### config.mk
export PLATFORM = sky130hd
export DESIGN_NAME = hbu_host_port
export DESIGN_NICKNAME = d
export VERILOG_FILES = /design/src/hbu_pkg.sv /design/src/hbu_buf2.sv /design/src/hbu_host_port.sv
export SDC_FILE = /design/constraint.sdc
export NUM_CORES = 1
export LEC_CHECK = 0
export BUFFER_PORTS_ARGS = -buffer_cell sky130_fd_sc_hd__buf_2
export CELL_PAD_IN_SITES_DETAIL_PLACEMENT = 0
export CELL_PAD_IN_SITES_GLOBAL_PLACEMENT = 2
export CORE_MARGIN = 10
export CORE_UTILIZATION = 38
export CTS_CLUSTER_DIAMETER = 60
export DETAILED_ROUTE_END_ITERATION = 16
export GPL_ROUTABILITY_DRIVEN = 0
export MAX_ROUTING_LAYER = met4
export PLACE_DENSITY_LB_ADDON = 0.1
export SLEW_MARGIN = 20
export SYNTH_ARGS = -nofsm -noshare
export SYNTH_HDL_FRONTEND = slang
export SYNTH_SLANG_ARGS = --single-unit
### constraint.sdc
create_clock -name core_clk -period 3.1 [get_ports core_clk]
set_input_delay 0.62 -clock core_clk [delete_from_list [all_inputs] [get_ports core_clk]]
set_output_delay 0.62 -clock core_clk [all_outputs]
set_load 0.01 [all_outputs]
### src/hbu_pkg.sv
package hbu_pkg;

  // ----------------------------------------
  // widths
  // ----------------------------------------
  localparam int ADDR_W = 5;
  localparam int DATA_W = 16;
  localparam int WORD_W = 32;
  localparam int IDX_W = 16;

  // ----------------------------------------
  // host address slots (address bits 4:2)
  // ----------------------------------------
  localparam logic [2:0] SLOT_INDEX = 3'h0;
  localparam logic [2:0] SLOT_DATA = 3'h1;

  // ----------------------------------------
  // byte lane bookkeeping
  // ----------------------------------------
  localparam logic [3:0] LANES_NONE = 4'h0;
  localparam logic [3:0] LANES_FULL = 4'hf;
  localparam logic [3:0] LANES_LO = 4'h3;
  localparam logic [3:0] LANES_HI = 4'hc;
  localparam logic [3:0] LANE_ONE = 4'h1;
  localparam logic [1:0] BYTE_FIRST = 2'h0;
  localparam logic [1:0] BYTE_LAST = 2'h3;
  localparam logic [7:0] BYTE_ZERO = 8'h00;
  localparam logic [15:0] WORD_ZERO = 16'h0000;
  localparam logic [31:0] DWORD_ZERO = 32'h00000000;
  localparam int BURST_DWORDS = 8;

  // ----------------------------------------
  // pin vector layout and strap settling
  // ----------------------------------------
  localparam int PIN_DATA = 0;
  localparam int PIN_ADDR = 16;
  localparam int PIN_FDS = 21;
  localparam int PIN_WR = 22;
  localparam int PIN_RD = 23;
  localparam int PIN_CS = 24;
  localparam int PIN_STYLE = 25;
  localparam int PIN_RDPOL = 26;
  localparam int PIN_WRPOL = 27;
  localparam int PIN_W = 28;
  localparam logic [1:0] STRAP_SETTLE = 2'h2;
  localparam logic [1:0] STRAP_STEP = 2'h1;

  // ----------------------------------------
  // write path states
  // ----------------------------------------
  typedef enum logic [1:0] {
    HBU_W_IDLE = 2'b00,
    HBU_W_COMMIT = 2'b01
  } hbu_wstate_t;

  // byte order swap, shared by read and write paths
  function automatic logic [31:0] hbu_order(input logic [31:0] w, input logic big);
    return big ? {w[7:0], w[15:8], w[23:16], w[31:24]} : w;
  endfunction

endpackage

### src/hbu_buf2.sv
`timescale 1ns/1ps
module hbu_buf2
(
  // clock and reset
  input wire logic core_clk,
  input wire logic arst_n,
  // fill side
  input wire logic s_valid,
  output logic s_ready,
  input wire logic [hbu_pkg::WORD_W-1:0] s_data,
  // drain side
  output logic m_valid,
  input wire logic m_ready,
  output logic [hbu_pkg::WORD_W-1:0] m_data
);
  import hbu_pkg::*;

  typedef struct packed {
    logic [WORD_W-1:0] ent0;
    logic [WORD_W-1:0] ent1;
    logic [1:0] cnt;
    logic valid;
    logic ready;
  } hbu_buf_t;

  hbu_buf_t st_reg;
  hbu_buf_t st_next;
  logic push;
  logic pop;

  // ----------------------------------------
  // two entries, ent0 is always the head
  // ----------------------------------------
  always_comb
  begin
    st_next = st_reg;
    push = s_valid && st_reg.ready;
    pop = st_reg.valid && m_ready;
    if (pop)
    begin
      st_next.ent0 = st_reg.ent1;
    end
    if (push)
    begin
      if (st_reg.cnt == 2'h0 || (st_reg.cnt == 2'h1 && pop))
      begin
        st_next.ent0 = s_data;
      end
      else
      begin
        st_next.ent1 = s_data;
      end
    end
    st_next.cnt = st_reg.cnt + {1'b0, push} - {1'b0, pop};
    st_next.valid = st_next.cnt != 2'h0;
    // ready registered: full really blocks the filler
    st_next.ready = st_next.cnt != 2'h2;
  end

  always_ff @(posedge core_clk or negedge arst_n)
  begin
    if (!arst_n)
    begin
      st_reg <= '{ent0: '0, ent1: '0, cnt: 2'h0, valid: 1'b0, ready: 1'b1};
    end
    else
    begin
      st_reg <= st_next;
    end
  end

  assign s_ready = st_reg.ready;
  assign m_valid = st_reg.valid;
  assign m_data = st_reg.ent0;
endmodule

### src/hbu_host_port.sv
`timescale 1ns/1ps
//
// Overview of operation
// - 16-bit data read, lower then upper word
// - 16-bit data write taken on store trailing edge
// - 8-bit mode uses low lane only
// - fifo select needs no index write
// - burst read up to eight doublewords
// - 16-bit fifo: bit 1 picks word
// - 16-bit burst: fresh data per bit 1
// - bit 2 change pops receive fifo
// - 8-bit burst: fresh data per bit 0
// - 8-bit fifo: bits 1:0 pick byte
// - strap selects direction plus transfer strobe style
// - strobe style applies to every access
// - separate straps set both strobe polarities
// - fifo select: write tx, read rx
// - fifo byte order has own bit
//
module hbu_host_port
(
  // clock and reset
  input wire logic core_clk,
  input wire logic arst_n,
  // host pins
  input wire logic chip_select,
  input wire logic rd_or_dir,
  input wire logic wr_or_transfer_strobe,
  input wire logic fifo_direct_select,
  input wire logic [hbu_pkg::ADDR_W-1:0] host_addr,
  input wire logic [hbu_pkg::DATA_W-1:0] host_data_in,
  output logic [hbu_pkg::DATA_W-1:0] host_data_out,
  output logic host_data_oe_lo,
  output logic host_data_oe_hi,
  // straps
  input wire logic strobe_style_strap,
  input wire logic read_direction_polarity_strap,
  input wire logic store_transfer_polarity_strap,
  // configuration from the host bus unit
  input wire logic bus_8bit_mode,
  input wire logic reg_big_endian,
  input wire logic fifo_big_endian,
  // internal register port
  output logic [hbu_pkg::IDX_W-1:0] reg_addr,
  output logic [hbu_pkg::WORD_W-1:0] reg_wdata,
  output logic reg_wr,
  output logic reg_rd,
  input wire logic [hbu_pkg::WORD_W-1:0] reg_rdata,
  // receive data fifo, show-ahead
  input wire logic [hbu_pkg::WORD_W-1:0] rx_data,
  input wire logic rx_valid,
  output logic rx_ready,
  // transmit data fifo
  output logic [hbu_pkg::WORD_W-1:0] tx_data,
  output logic tx_valid,
  input wire logic tx_ready
);
  import hbu_pkg::*;

  typedef struct packed {
    logic [PIN_W-1:0] meta;
    logic [PIN_W-1:0] pins;
    logic [1:0] strap_cnt;
    logic strap_done;
    logic style;
    logic rd_inv;
    logic wr_inv;
    logic rd_q;
    logic wr_q;
    logic fds_q;
    logic [ADDR_W-1:0] a_q;
    logic [DATA_W-1:0] d_q;
    logic [IDX_W-1:0] index;
    logic [WORD_W-1:0] fetched;
    logic fetch_pend;
    logic [WORD_W-1:0] hold;
    logic [3:0] lanes;
    logic hold_fds;
    hbu_wstate_t wstate;
    logic last_seen;
    logic rx_pop;
    logic [DATA_W-1:0] dout;
    logic oe_lo;
    logic oe_hi;
    logic [IDX_W-1:0] int_addr;
    logic [WORD_W-1:0] int_wdata;
    logic int_wr;
    logic int_rd;
    logic push_valid;
    logic [WORD_W-1:0] push_data;
  } hbu_port_t;

  hbu_port_t st_reg;
  hbu_port_t st_next;

  logic [PIN_W-1:0] pin_vec;
  logic cs;
  logic fds;
  logic rd_lvl;
  logic wr_lvl;
  logic rd_act;
  logic wr_act;
  logic rd_rise;
  logic rd_fall;
  logic wr_fall;
  logic a2_flip;
  logic [ADDR_W-1:0] s_addr;
  logic [2:0] slot;
  logic part_first;
  logic part_last;
  logic [WORD_W-1:0] rd_src;
  logic [WORD_W-1:0] rd_word;
  logic [3:0] lanes_new;
  logic buf_ready;

  assign pin_vec = {store_transfer_polarity_strap, read_direction_polarity_strap,
                    strobe_style_strap, chip_select, rd_or_dir, wr_or_transfer_strobe,
                    fifo_direct_select, host_addr, host_data_in};

  always_comb
  begin
    st_next = st_reg;
    // ----------------------------------------
    // synchronisers, meta feeds pins only
    // ----------------------------------------
    st_next.meta = pin_vec;
    st_next.pins = st_reg.meta;

    // ----------------------------------------
    // straps caught once pins have settled
    // ----------------------------------------
    if (!st_reg.strap_done)
    begin
      st_next.strap_cnt = st_reg.strap_cnt + STRAP_STEP;
      if (st_reg.strap_cnt == STRAP_SETTLE)
      begin
        st_next.strap_done = 1'b1;
        st_next.style = st_reg.pins[PIN_STYLE];
        st_next.rd_inv = st_reg.pins[PIN_RDPOL];
        st_next.wr_inv = st_reg.pins[PIN_WRPOL];
      end
    end

    // ----------------------------------------
    // strobe decode, one path for all accesses
    // ----------------------------------------
    cs = st_reg.pins[PIN_CS];
    fds = st_reg.pins[PIN_FDS];
    s_addr = st_reg.pins[PIN_ADDR +: ADDR_W];
    slot = s_addr[4:2];
    rd_lvl = st_reg.pins[PIN_RD] ^ st_reg.rd_inv;
    wr_lvl = st_reg.pins[PIN_WR] ^ st_reg.wr_inv;
    // direction style: rd_lvl high means write, wr_lvl is the transfer strobe
    rd_act = st_reg.strap_done && cs && (st_reg.style ? (wr_lvl && !rd_lvl) : rd_lvl);
    wr_act = st_reg.strap_done && cs && (st_reg.style ? (wr_lvl && rd_lvl) : wr_lvl) && !rd_act;
    rd_rise = rd_act && !st_reg.rd_q;
    rd_fall = st_reg.rd_q && !rd_act;
    wr_fall = st_reg.wr_q && !wr_act;
    a2_flip = rd_act && st_reg.rd_q && fds && st_reg.fds_q && (s_addr[2] != st_reg.a_q[2]);
    part_first = bus_8bit_mode ? (s_addr[1:0] == BYTE_FIRST) : !s_addr[1];
    part_last = bus_8bit_mode ? (s_addr[1:0] == BYTE_LAST) : s_addr[1];
    st_next.rd_q = rd_act;
    st_next.wr_q = wr_act;
    st_next.fds_q = fds;
    st_next.a_q = s_addr;
    st_next.d_q = st_reg.pins[PIN_DATA +: DATA_W];

    // ----------------------------------------
    // read data path
    // ----------------------------------------
    if (fds)
    begin
      rd_src = rx_valid ? rx_data : DWORD_ZERO;
    end
    else if (slot == SLOT_INDEX)
    begin
      rd_src = {WORD_ZERO, st_reg.index};
    end
    else
    begin
      rd_src = st_reg.fetched;
    end
    rd_word = hbu_order(rd_src, fds ? fifo_big_endian : reg_big_endian);
    if (bus_8bit_mode)
    begin
      st_next.dout = {BYTE_ZERO, rd_word[{s_addr[1:0], 3'h0} +: 8]};
    end
    else
    begin
      st_next.dout = rd_word[{s_addr[1], 4'h0} +: 16];
    end
    st_next.oe_lo = rd_act;
    st_next.oe_hi = rd_act && !bus_8bit_mode;

    // fetch the whole register on the first part, later parts read the copy
    st_next.int_rd = 1'b0;
    st_next.fetch_pend = st_reg.int_rd;
    if (st_reg.fetch_pend)
    begin
      st_next.fetched = reg_rdata;
    end
    if (rd_rise && !fds && slot == SLOT_DATA && part_first)
    begin
      st_next.int_rd = 1'b1;
      st_next.int_addr = st_reg.index;
    end

    // ----------------------------------------
    // receive pops: bit 2 change or last part
    // ----------------------------------------
    st_next.rx_pop = 1'b0;
    if (rd_act && fds && part_last)
    begin
      st_next.last_seen = 1'b1;
    end
    if (a2_flip)
    begin
      st_next.rx_pop = rx_valid;
      st_next.last_seen = 1'b0;
    end
    else if (rd_fall && st_reg.fds_q && st_reg.last_seen)
    begin
      st_next.rx_pop = rx_valid;
      st_next.last_seen = 1'b0;
    end
    if (st_reg.rx_pop)
    begin
      // one pop per pulse, the next word needs a cycle to show
      st_next.rx_pop = 1'b0;
    end

    // ----------------------------------------
    // write path: assemble, then commit
    // ----------------------------------------
    st_next.int_wr = 1'b0;
    st_next.push_valid = 1'b0;
    lanes_new = st_reg.lanes;
    case (st_reg.wstate)
      HBU_W_IDLE:
      begin
        if (wr_fall && !st_reg.fds_q && st_reg.a_q[4:2] == SLOT_INDEX)
        begin
          // upper word of the index is reserved
          if (bus_8bit_mode && !st_reg.a_q[1])
          begin
            st_next.index[{st_reg.a_q[0], 3'h0} +: 8] = st_reg.d_q[7:0];
          end
          else if (!bus_8bit_mode && !st_reg.a_q[1])
          begin
            st_next.index = st_reg.d_q;
          end
        end
        else if (wr_fall && (st_reg.fds_q || st_reg.a_q[4:2] == SLOT_DATA))
        begin
          if (bus_8bit_mode)
          begin
            st_next.hold[{st_reg.a_q[1:0], 3'h0} +: 8] = st_reg.d_q[7:0];
            lanes_new = st_reg.lanes | (LANE_ONE << st_reg.a_q[1:0]);
          end
          else
          begin
            st_next.hold[{st_reg.a_q[1], 4'h0} +: 16] = st_reg.d_q;
            lanes_new = st_reg.lanes | (st_reg.a_q[1] ? LANES_HI : LANES_LO);
          end
          st_next.lanes = lanes_new;
          st_next.hold_fds = st_reg.fds_q;
          if (lanes_new == LANES_FULL)
          begin
            st_next.wstate = HBU_W_COMMIT;
          end
        end
      end
      HBU_W_COMMIT:
      begin
        // host writes arriving while a commit waits are dropped
        if (!st_reg.hold_fds)
        begin
          st_next.int_wr = 1'b1;
          st_next.int_addr = st_reg.index;
          st_next.int_wdata = hbu_order(st_reg.hold, reg_big_endian);
          st_next.lanes = LANES_NONE;
          st_next.wstate = HBU_W_IDLE;
        end
        else if (buf_ready && !st_reg.push_valid)
        begin
          st_next.push_valid = 1'b1;
          st_next.push_data = hbu_order(st_reg.hold, fifo_big_endian);
          st_next.lanes = LANES_NONE;
          st_next.wstate = HBU_W_IDLE;
        end
      end
      default:
      begin
        st_next.wstate = HBU_W_IDLE;
      end
    endcase
  end

  always_ff @(posedge core_clk or negedge arst_n)
  begin
    if (!arst_n)
    begin
      st_reg <= '0;
    end
    else
    begin
      st_reg <= st_next;
    end
  end

  // ----------------------------------------
  // transmit buffer, stalls fifo commits when full
  // ----------------------------------------
  hbu_buf2 u_txbuf
  (
    .core_clk(core_clk),
    .arst_n(arst_n),
    .s_valid(st_reg.push_valid),
    .s_ready(buf_ready),
    .s_data(st_reg.push_data),
    .m_valid(tx_valid),
    .m_ready(tx_ready),
    .m_data(tx_data)
  );

  assign host_data_out = st_reg.dout;
  assign host_data_oe_lo = st_reg.oe_lo;
  assign host_data_oe_hi = st_reg.oe_hi;
  assign reg_addr = st_reg.int_addr;
  assign reg_wdata = st_reg.int_wdata;
  assign reg_wr = st_reg.int_wr;
  assign reg_rd = st_reg.int_rd;
  assign rx_ready = st_reg.rx_pop;
endmodule

# After elaboration in Yosys (flattened, before gate mapping)
# Cells that the tools add are included.
dict set report word_totals {
  reg_bits 344
  latchBits 0
  mem_bits_rw 0
  rom_bits 0
  inputBits 99
  output_inout_bits 102
  wordCells 178
  n_memories 0
}
dict set report classes {
  n_addsub 6
  multipliers 0
  div 0
  magnitude_cmp 0
  n_eq_ne 13
  shifts 9
  n_mux 49
  n_bitwise 8
  n_reduce_logical 59
}
# op n
set ops {}
lappend ops {{two-way mux 32 bit} 10}
lappend ops {{two-way mux 33 bit} 3}
lappend ops {{two-way mux 49 bit} 2}
lappend ops {{bitwise mux 32 bit} 2}
lappend ops {{two-way mux 16 bit} 4}
lappend ops {{two-way mux 64 bit} 1}
lappend ops {{two-way mux 4 bit} 9}
lappend ops {{variable shift 16 x 7 -> 32 bit, first input constant} 1}
lappend ops {{variable shift 8 x 7 -> 32 bit, first input constant} 1}
lappend ops {{indexed part select 16 x 7 -> 32 bit} 1}
lappend ops {{indexed part select 32 x 6 -> 16 bit} 1}
lappend ops {{indexed part select 32 x 6 -> 8 bit} 1}
lappend ops {{indexed part select 8 x 7 -> 32 bit} 1}
lappend ops {{logical AND 1 bit} 30}
lappend ops {{bitwise mux 16 bit} 1}
lappend ops {{variable shift 8 x 6 -> 16 bit, first input constant} 1}
lappend ops {{indexed part select 8 x 6 -> 16 bit} 1}
lappend ops {{two-way mux 7 bit} 2}
lappend ops {{negation 5 -> 7 bit} 2}
lappend ops {{logical NOT 1 bit} 10}
lappend ops {{two-way mux 2 bit} 5}
lappend ops {{AND reduction 3 bit} 3}
lappend ops {{two-way mux 1 bit} 8}
lappend ops {{!= test 2 bit, second input constant} 4}
lappend ops {{23 further kinds} 40}

# Logic depth before layout (Yosys ltp)
# Gate-level depths: netlist of the first run.
dict set report depth {
  depth_word 18
  ltp_mapped 9
  mapped_depth_nobuf 8
}

# Modules after synthesis
# From an unflattened synthesis of the first run, not the netlist that was laid out.
dict set report unflattened {
  hier_cells 1300
  area_unflattened_um2 15403.5
}
# mod n_inst cells_each area_each_um2 seq_area_each_um2
set by_module_without_submodules {}
lappend by_module_without_submodules {hbu_host_port 1 1082 12201.7 6881.6}
lappend by_module_without_submodules {hbu_buf2 1 218 3201.8 1702.9}

# Least setup slack after synthesis of the first run
# No wires, ideal clock.
dict set report synth_path {
  kind {input -> register}
  start {in tx_ready}
  end {reg u_txbuf.st_reg, in the netlist u_txbuf.s_ready}
  setup_ns 0.084
  arrival_time_ns 2.369
  required_time_ns 3.016
  setup_slack_ns 0.647
  cell_stages 9
  path_buffers 1
  path_cell_list {nand2_1 > clkbuf_1 > inv_1 > ha_1 > inv_1 > ha_1 > xor2_1 > xnor2_1 > or2_2}
}
# item line_no
set synth_rtl {}
lappend synth_rtl {{from (decl)} hbu_host_port.sv:56} ;# input wire logic tx_ready
lappend synth_rtl {{to (signal assigned)} hbu_buf2.sv:64} ;# st_reg <= '{ent0: '0, ent1: '0, cnt: 2'h0, valid: 1'b0, ready: 1'b1};
lappend synth_rtl {{to (signal assigned)} hbu_buf2.sv:68} ;# st_reg <= st_next;
lappend synth_rtl {{to (decl)} hbu_buf2.sv:26} ;# hbu_buf_t st_reg;

==> flow_metrics.tcl, run 1 <==
set metrics [dict create \
    status "complete, no violations" \
    largest_register_ffs 155 \
    num_rows 73 \
    setup_tns_ns 0 \
    mostFrequentLayoutCell "dfrtp_1" \
    firstDrtPassIters 5 \
    maxSlewHeadroom 0.320 \
    ys_ff_latch 343 \
    synth_top_area_share 0.563 \
    grt_use_total 0.179 \
    vias 9992 \
    syn_avg_cell_area_um2 11.4 \
    period_share 0.840 \
    drc 0 \
    grt_overflow_total 0 \
    ant_nets 0 \
    worstPathArrival_ns 2.98 \
    clockPowerShare 0.351 \
    path_max_fanout 16 \
    detail_route.wirelength_um 42700 \
    clock_latency_ns 0.55 \
    dp_hpwl_um 30300 \
    syn_area_um2 15200 \
    finalCriticalPeriod_ns 2.60 \
    syn_to_final_growth_pct 15.2 \
    yosys-top-cells-area "dfrtp_1 56%, mux2i_1 7.3%, mux2_2 6.9%" \
    worst_pin_slew_ns 1.02 \
    skew_ns 0.0120 \
    peakVddDrop_v 0.000418 \
    preCtsSetupSlack_ns 0.478 \
    synthDistinctLibCells 58 \
    root_buffer "clkbuf_16" \
    die_h_um 220 \
    portBuffers 200 \
    die_w_um 220 \
    worstSetupPathType "register to register" \
    cap_violations 0 \
    end_kind "register" \
    cts_resized 0 \
    switching_share 0.308 \
    synth_warnings 0 \
    drtIter0Drc 756 \
    ios 201 \
    initial_core_util 0.383 \
    fin_nets 1539 \
    cts_tree "done" \
    clockBufferDepth 3 \
    holdWs_ns 0.168 \
    total_power_mw 13.9 \
    seqPwrFrac 0.466 \
    ys.flop_type "dfrtp_1" \
    setup_viol 0 \
    hold_class "primary input to register" \
    routed_via_density 5.02 \
    synth_edf_count 0 \
    seq_area_frac_synth 0.565 \
    rsz0062_at_grt "false" \
    async_reset_ff_frac 1.00 \
    fin_ws_ns 0.496 \
    comb_power_share 0.183 \
    cts_buffers 42 \
    place_inst 1912 \
    p_sw_mw 4.28 \
    power.leakage_nw 8.60 \
    cts_num_sinks 343 \
    p_per_area_nw_per_um2 793 \
    grt_first_pass_wirelength_um 64300 \
    grt_max_degree 71 \
    die_area_um2 48400 \
    synth_nets 1442 \
    final_cell_mix "342 x dfrtp_1, 199 x buf_2, 156 x nand2_1" \
    post_layout_nonfiller_instances 1991 \
    drive_gt1_frac 0.277 \
    grt_pass1_vias 10244 \
    syn_inst 1335 \
    cp.required_ns 3.47 \
    h-tree-depth 2 \
    core-area_um2 39600 \
    antenna_found_initial 1 \
    yosys.area.top_type "dfrtp_1" \
    startpoint_type "register" \
    routedWlPerCell_um 21.4 \
    slew_violations 0 \
    p_int_mw 9.61 \
    fmax_mhz 384 \
    path_clk_slew_ns 0.06 \
    final_hold_viol_count 0 \
]
## critical path, cell delays in order, from the launching register on
cell and delay, ns:
dfrtp_1 0.47, nor3_4 0.85, nor2_2 0.34, a221o_1 0.38, a31oi_1 0.26, a221oi_1 0.12
## final timing paths
kind	from	end	slack, ns	depth (start not counted)
setup reg to reg	s_addr[2]	host_data_out[7]	0.50	5
min in group asynchronous	arst_n	u_txbuf.st_reg[33]	0.59	2
setup / recovery	s_addr[2]	host_data_out[7]	0.50	5
hold reg to reg	st_next[199]	st_reg[199]	0.35	0
max in group asynchronous	arst_n	st_reg[148]	1.69	3
hold / removal	host_data_in[1]	st_next[222]	0.17	1
## power by group through the flow
stage / clock network (mW) / registers, mW / logic (mW)
after floorplan: 0 / 6.15 / 2.15
after global placement: 0 / 6.54 / 2.58
after detailed placement: 0 / 6.57 / 2.61
after CTS: 5.03 / 6.49 / 2.62
after global routing: 5.19 / 6.64 / 2.89
final: 4.88 / 6.47 / 2.54
## what timing repair did
action,CTS,global route
buffers inserted,0,0
hold endpoints to repair,4,0
hold buffers,1,0
## cells in the mapped netlist, drive strengths merged, types with 9 or more instances
cell type    n
nand3       26
nand3b       9
o21ai      134
buf        122
nand2      158
inv         31
a21oi       39
a221oi      15
nor2        42
a21o        11
and2        10
nor2b       35
a32oi       16
clkbuf      50
mux2        93
dfrtp      342
mux2i      111
## through the flow
| stage | util | cell area, um2 |
|---|---|---|
| finish | 0.441 | 17500 |
| global route | 0.441 | 17500 |
| CTS | 0.441 | 17500 |
| detailed placement | 0.406 | 16100 |
| global placement | 0.406 | 16100 |
| floorplan | - | 15200 |
## cell families (layout without fill, tap and decap cells)
family,Yosys count,after routing,share of synthesized area
compound gates,268,268,0.110
xor+xnor,7,7,0.00494
fa+ha+maj,8,8,0.00659
buf+inv,203,333,0.0760
flops,343,343,0.565
mux,204,204,0.142
other cells,0,1,0
simple gates,302,302,0.0950
## per-layer routing
layer | wire length, um | track usage
met1 | 20100 | 0.245
met2 | 19900 | 0.271
met3 | 1780 | 0.0302
met4 | 837 | 0.0502
met5 | 0 | -
## layout make-up
cell class	instances	area (um2)
multi-input cells	789	5470
flip-flops and latches	343	8580
clock inverters	17	146
clock buffers	60	1240
diodes	1	2.50
well taps	525	657
repair buffers	225	1280
fillers	3853	22100
inverters	31	116
No activity file was read; power rests on OpenSTA's default activity.
==> run 2: changes to the inputs <==
clock period = 2.6 ns   (was 3.1 ns; I/O delays follow)
==> run 2 against run 1 <==
  * Cell count up 0.30%
  * Register-to-register slack worse by 0.26 ns
  * Sequential power up 19%
  * Critical path depth unchanged
  * Global-route usage up 0.23 points
  * Die area unchanged
  * First-iteration DRC count down 23%
  * Utilization up 0.082 points
  * Highest routed layer unchanged
==> flow_metrics.tcl, run 2 (synthesized netlist as in run 1, its figures left out) <==
set metrics [dict create \
    postCtsSetupRepairBufs 0 \
    firstDrtPassIters 5 \
    peakVddDrop_v 0.000562 \
    rr_worst_depth 5 \
    final_cell_mix "342 x dfrtp_1, 199 x buf_2, 156 x nand2_1" \
    die_area_um2 48400 \
    cts_tree "done" \
    grt_max_degree 66 \
    reg2reg_slack_ns 0.24 \
    initial_core_util 0.383 \
    setup_tns_ns 0 \
    ios 201 \
    num_rows 73 \
    min_from "host_addr[4]" \
    syn_to_final_growth_pct 15.4 \
    slew_violations 0 \
    routedWlPerCell_um 21.2 \
    mostFrequentLayoutCell "dfrtp_1" \
    path_clk_slew_ns 0.06 \
    startpoint_type "register" \
    status "complete, no violations" \
    drtIter0Drc 582 \
    post_layout_nonfiller_instances 1997 \
    routed_via_density 4.98 \
    h-tree-depth 2 \
    core-area_um2 39600 \
    dp_hpwl_um 30600 \
    power.leakage_nw 8.62 \
    p_int_mw 11.3 \
    fillers 3820 \
    final_hold_viol_count 0 \
    cts_num_sinks 343 \
    cap_violations 0 \
    grt_pass1_vias 10461 \
    largest_register_ffs 155 \
    end_kind "register" \
    fmax_mhz 423 \
    detail_route.wirelength_um 42400 \
    clockBufferDepth 3 \
    clockPowerShare 0.339 \
    cp.required_ns 3.05 \
    crit_start "s_addr[2]" \
    worst_pin_slew_ns 0.727 \
    path_cells "or3_1 -> mux2i_1 -> o211a_1 -> o32a_1 -> a2111oi_2" \
    clock_latency_ns 0.56 \
    cts_buffers 41 \
    cpPeakStageDelay_ns 0.59 \
    antenna_found_initial 1 \
    rsz0062_at_grt "false" \
    seqPwrFrac 0.474 \
    maxSlewHeadroom 0.514 \
    min_path_cells 1 \
    setup_viol 0 \
    period_share 0.909 \
    drive_gt1_frac 0.279 \
    grt_use_total 0.182 \
    drc 0 \
    critPathSlowestCell "or3_1" \
    switching_share 0.306 \
    ant_nets 0 \
    cts_resized 0 \
    worstPathArrival_ns 2.81 \
    worstSetupPathType "register to register" \
    finalCriticalPeriod_ns 2.36 \
    vias 9952 \
    fin_nets 1548 \
    root_buffer "clkbuf_16" \
    portBuffers 200 \
    p_sw_mw 4.97 \
    die_h_um 220 \
    comb_power_share 0.187 \
    hold_end "st_next[241]" \
    reg2reg_to "host_data_out[1]" \
    hold_class "primary input to register" \
    r2r_start "s_addr[2]" \
    path_max_fanout 8 \
    ctsHoldBuffers 1 \
    die_w_um 220 \
    skew_ns 0.0206 \
    place_inst 1922 \
    p_per_area_nw_per_um2 927 \
    grt_first_pass_wirelength_um 65400 \
    grt_overflow_total 0 \
]
==> run 2: cell count changes in the layout (fill, tap and decap cells not counted), sizes merged <==
cell	previous run	this run
buf	224	234
bufinv	1	0
clkbuf	60	62
clkinv	8	4
inv	37	36
==> run 2: final cells by class <==
type                    count  area (um2)  share of cell area
clock buffers              62        1230              0.0700
multi-input cells         789        5470               0.312
inverters                  31         116             0.00664
diodes                      1        2.50            0.000143
well taps                 525         657              0.0375
flip-flops and latches    343        8580               0.490
repair buffers            235        1390              0.0792
clock inverters            11        81.3             0.00464
==> run 2: power by group through the flow <==
stage | clock network, mW | logic, mW | registers, mW
floorplan | 0 | 2.56 | 7.33
CTS | 5.69 | 3.15 | 7.72
finish | 5.52 | 3.04 | 7.70
global placement | 0 | 3.10 | 7.78
global route | 5.91 | 3.48 | 7.90
detailed placement | 0 | 3.14 | 7.82
==> run 2: metal layers <==
metal	track usage	share of wire	up-vias
li1	-	-	4797
met1	0.247	0.47	4866
met2	0.272	0.46	213
met3	0.0299	0.042	76
met4	0.0607	0.025	0
met5	-	0	-
==> run 2: worst max-delay path: cells and delay by family (launching register included) <==
family	cells	cell delay, ns
compound gates	3	0.95
flops	1	0.48
mux	1	0.22
simple gates	1	0.59
==> run 2: worst max-delay path by stage <==
| stage | slack (ns) | cells past startpoint | to |
|---|---|---|---|
| after floorplan | 0.25 | 9 | u_txbuf.s_ready |
| after global placement | 0.34 | 5 | host_data_out[1] |
| after detailed placement | 0.25 | 5 | host_data_out[1] |
| after CTS | 0.24 | 5 | host_data_out[1] |
| after global routing | 0.08 | 5 | host_data_out[1] |
| final | 0.24 | 5 | host_data_out[1] |
==> run 2: stage by stage <==
stage                     worst slack, ns   util  total power [mW]  cell area [um2]  hold WS (ns)
after global placement              0.341  0.409              10.9            16200         0.331
after global routing               0.0772  0.442              17.3            17500        0.0536
after CTS                           0.236  0.442              16.6            17500        0.0369
after floorplan                     0.247      -              9.90            15200         0.224
final                               0.236  0.442              16.3            17500        0.0645
after detailed placement            0.249  0.409              11.0            16200         0.335
==> run 3: changes to the inputs <==
clock period = 2.7 ns   (was 2.6 ns; I/O delays follow)
==> run 3 against run 2 <==
  * First-iteration DRC count down 7.4%
  * Non-clock buffer count up 5
  * Via count up 0.18%
  * Die area unchanged
  * Register-to-register slack better by 0.20 ns
  * Global-route usage down 0.36 points
  * Maximum frequency up 4.2%
  * Cell count about the same
==> flow_metrics.tcl, run 3 (synthesized netlist as in run 1, its figures left out) <==
set metrics [dict create \
    status "complete, no violations" \
    total_power_mw 15.5 \
    core-area_um2 39600 \
    startpoint_type "register" \
    peakVddDrop_v 0.000434 \
    wl_met2_um 19600 \
    worst_pin_slew_ns 0.692 \
    antenna_found_initial 1 \
    critPathSlowestCell "or3_1" \
    placed_cell_area_um2 16300 \
    firstDrtPassIters 5 \
    setup_tns_ns 0 \
    cts_buffers 40 \
    syn_to_final_growth_pct 15.2 \
    final_cell_mix "342 x dfrtp_1, 199 x buf_2, 156 x nand2_1" \
    cap_violations 0 \
    ctsHoldBuffers 1 \
    power.leakage_nw 8.60 \
    ios 201 \
    fin_nets 1552 \
    routedWlPerCell_um 20.8 \
    path_max_fanout 8 \
    root_buffer "clkbuf_16" \
    worstPathArrival_ns 2.72 \
    initial_core_util 0.383 \
    skew_ns 0.0196 \
    cts_resized 0 \
    mostFrequentLayoutCell "dfrtp_1" \
    postCtsSetupRepairBufs 0 \
    cts_tree "done" \
    p_per_area_nw_per_um2 884 \
    dr_wl_met3_um 1890 \
    die_w_um 220 \
    slew_violations 0 \
    rsz0062_at_grt "false" \
    grt_first_pass_wirelength_um 64200 \
    post_layout_nonfiller_instances 1998 \
    grt_max_degree 73 \
    grt_pass1_vias 10474 \
    drive_gt1_frac 0.277 \
    final_area_um2 17500 \
    top_layer "met4" \
    die_h_um 220 \
    cts_num_sinks 343 \
    hold_class "primary input to register" \
    drc 0 \
    largest_register_ffs 155 \
    routed_via_density 4.99 \
    worstSetupPathType "register to register" \
    fillers 3801 \
    h-tree-depth 2 \
    path_clk_slew_ns 0.06 \
    finalCriticalPeriod_ns 2.27 \
    ant_nets 0 \
    portBuffers 200 \
    maxSlewHeadroom 0.537 \
    path_cells "or3_1 -> mux2i_1 -> o211a_1 -> o32a_1 -> a2111oi_2" \
    dp_hpwl_um 30500 \
    clock_latency_ns 0.55 \
    num_rows 73 \
    fmax_mhz 441 \
    worst-path-buf-inv 0 \
    vias 9970 \
    final_hold_viol_count 0 \
    clockBufferDepth 3 \
    cp_top_family "compound AO/OA/AOI/OAI gates" \
    utilization 0.442 \
    detail_route.wirelength_um 41600 \
    cp.required_ns 3.15 \
    die_area_um2 48400 \
    grt_use_total 0.178 \
    cpPeakStageDelay_ns 0.59 \
    place_inst 1927 \
    drtIter0Drc 539 \
    grt_overflow_total 0 \
    period_share 0.840 \
    met1_length_um 19100 \
    end_kind "register" \
    setup_viol 0 \
]
-- run 3: where the power goes --
part	leakage [nW]	internal [mW]	switching, mW
logic	3.73	1.35	1.62
registers	4.27	6.37	1.03
clock network	0.598	3.01	2.09
-- run 3: stage by stage --
step	setup WS, ns	hold slack [ns]
after floorplan	0.327	0.244
after global placement	0.310	0.332
after detailed placement	0.260	0.335
after CTS	0.394	0.0603
after global routing	0.278	0.0668
final	0.431	0.0931
-- run 3: metal layers --
layer / vias up / global-route usage
met5: - / -
met3: 62 / 0.0310
met4: 0 / 0.0543
li1: 4785 / -
met1: 4893 / 0.239
met2: 230 / 0.272
-- run 3: final cells by class --
cell class,instances,area [um2],share of cell area
Sequential cell,343,8580,0.490
Multi-Input combinational cell,789,5470,0.313
Timing Repair Buffer,240,1440,0.0822
Antenna cell,1,2.50,0.000143
Tap cell,525,657,0.0375
Clock buffer,58,1130,0.0646
Clock inverter,11,104,0.00593
Inverter,31,116,0.00665
-- run 3: path summary, 6_finish.rpt --
kind                               startpoint            endpoint  slack (ns)  cells past startpoint
setup / recovery                    s_addr[3]    host_data_out[1]        0.43                      5
hold / removal             fifo_direct_select        st_next[242]        0.09                      1
setup reg to reg                    s_addr[3]    host_data_out[1]        0.43                      5
hold reg to reg                  st_next[193]         st_reg[193]        0.34                      0
max in group asynchronous              arst_n        st_next[246]        1.31                      3
min in group asynchronous              arst_n  u_txbuf.m_data[24]        0.58                      2
-- run 3: worst register-to-register path: stages, from the launching register on --
cell	delay [ns]
dfrtp_1	0.45
or3_1	0.59
mux2i_1	0.21
o211a_1	0.22
o32a_1	0.36
a2111oi_2	0.35
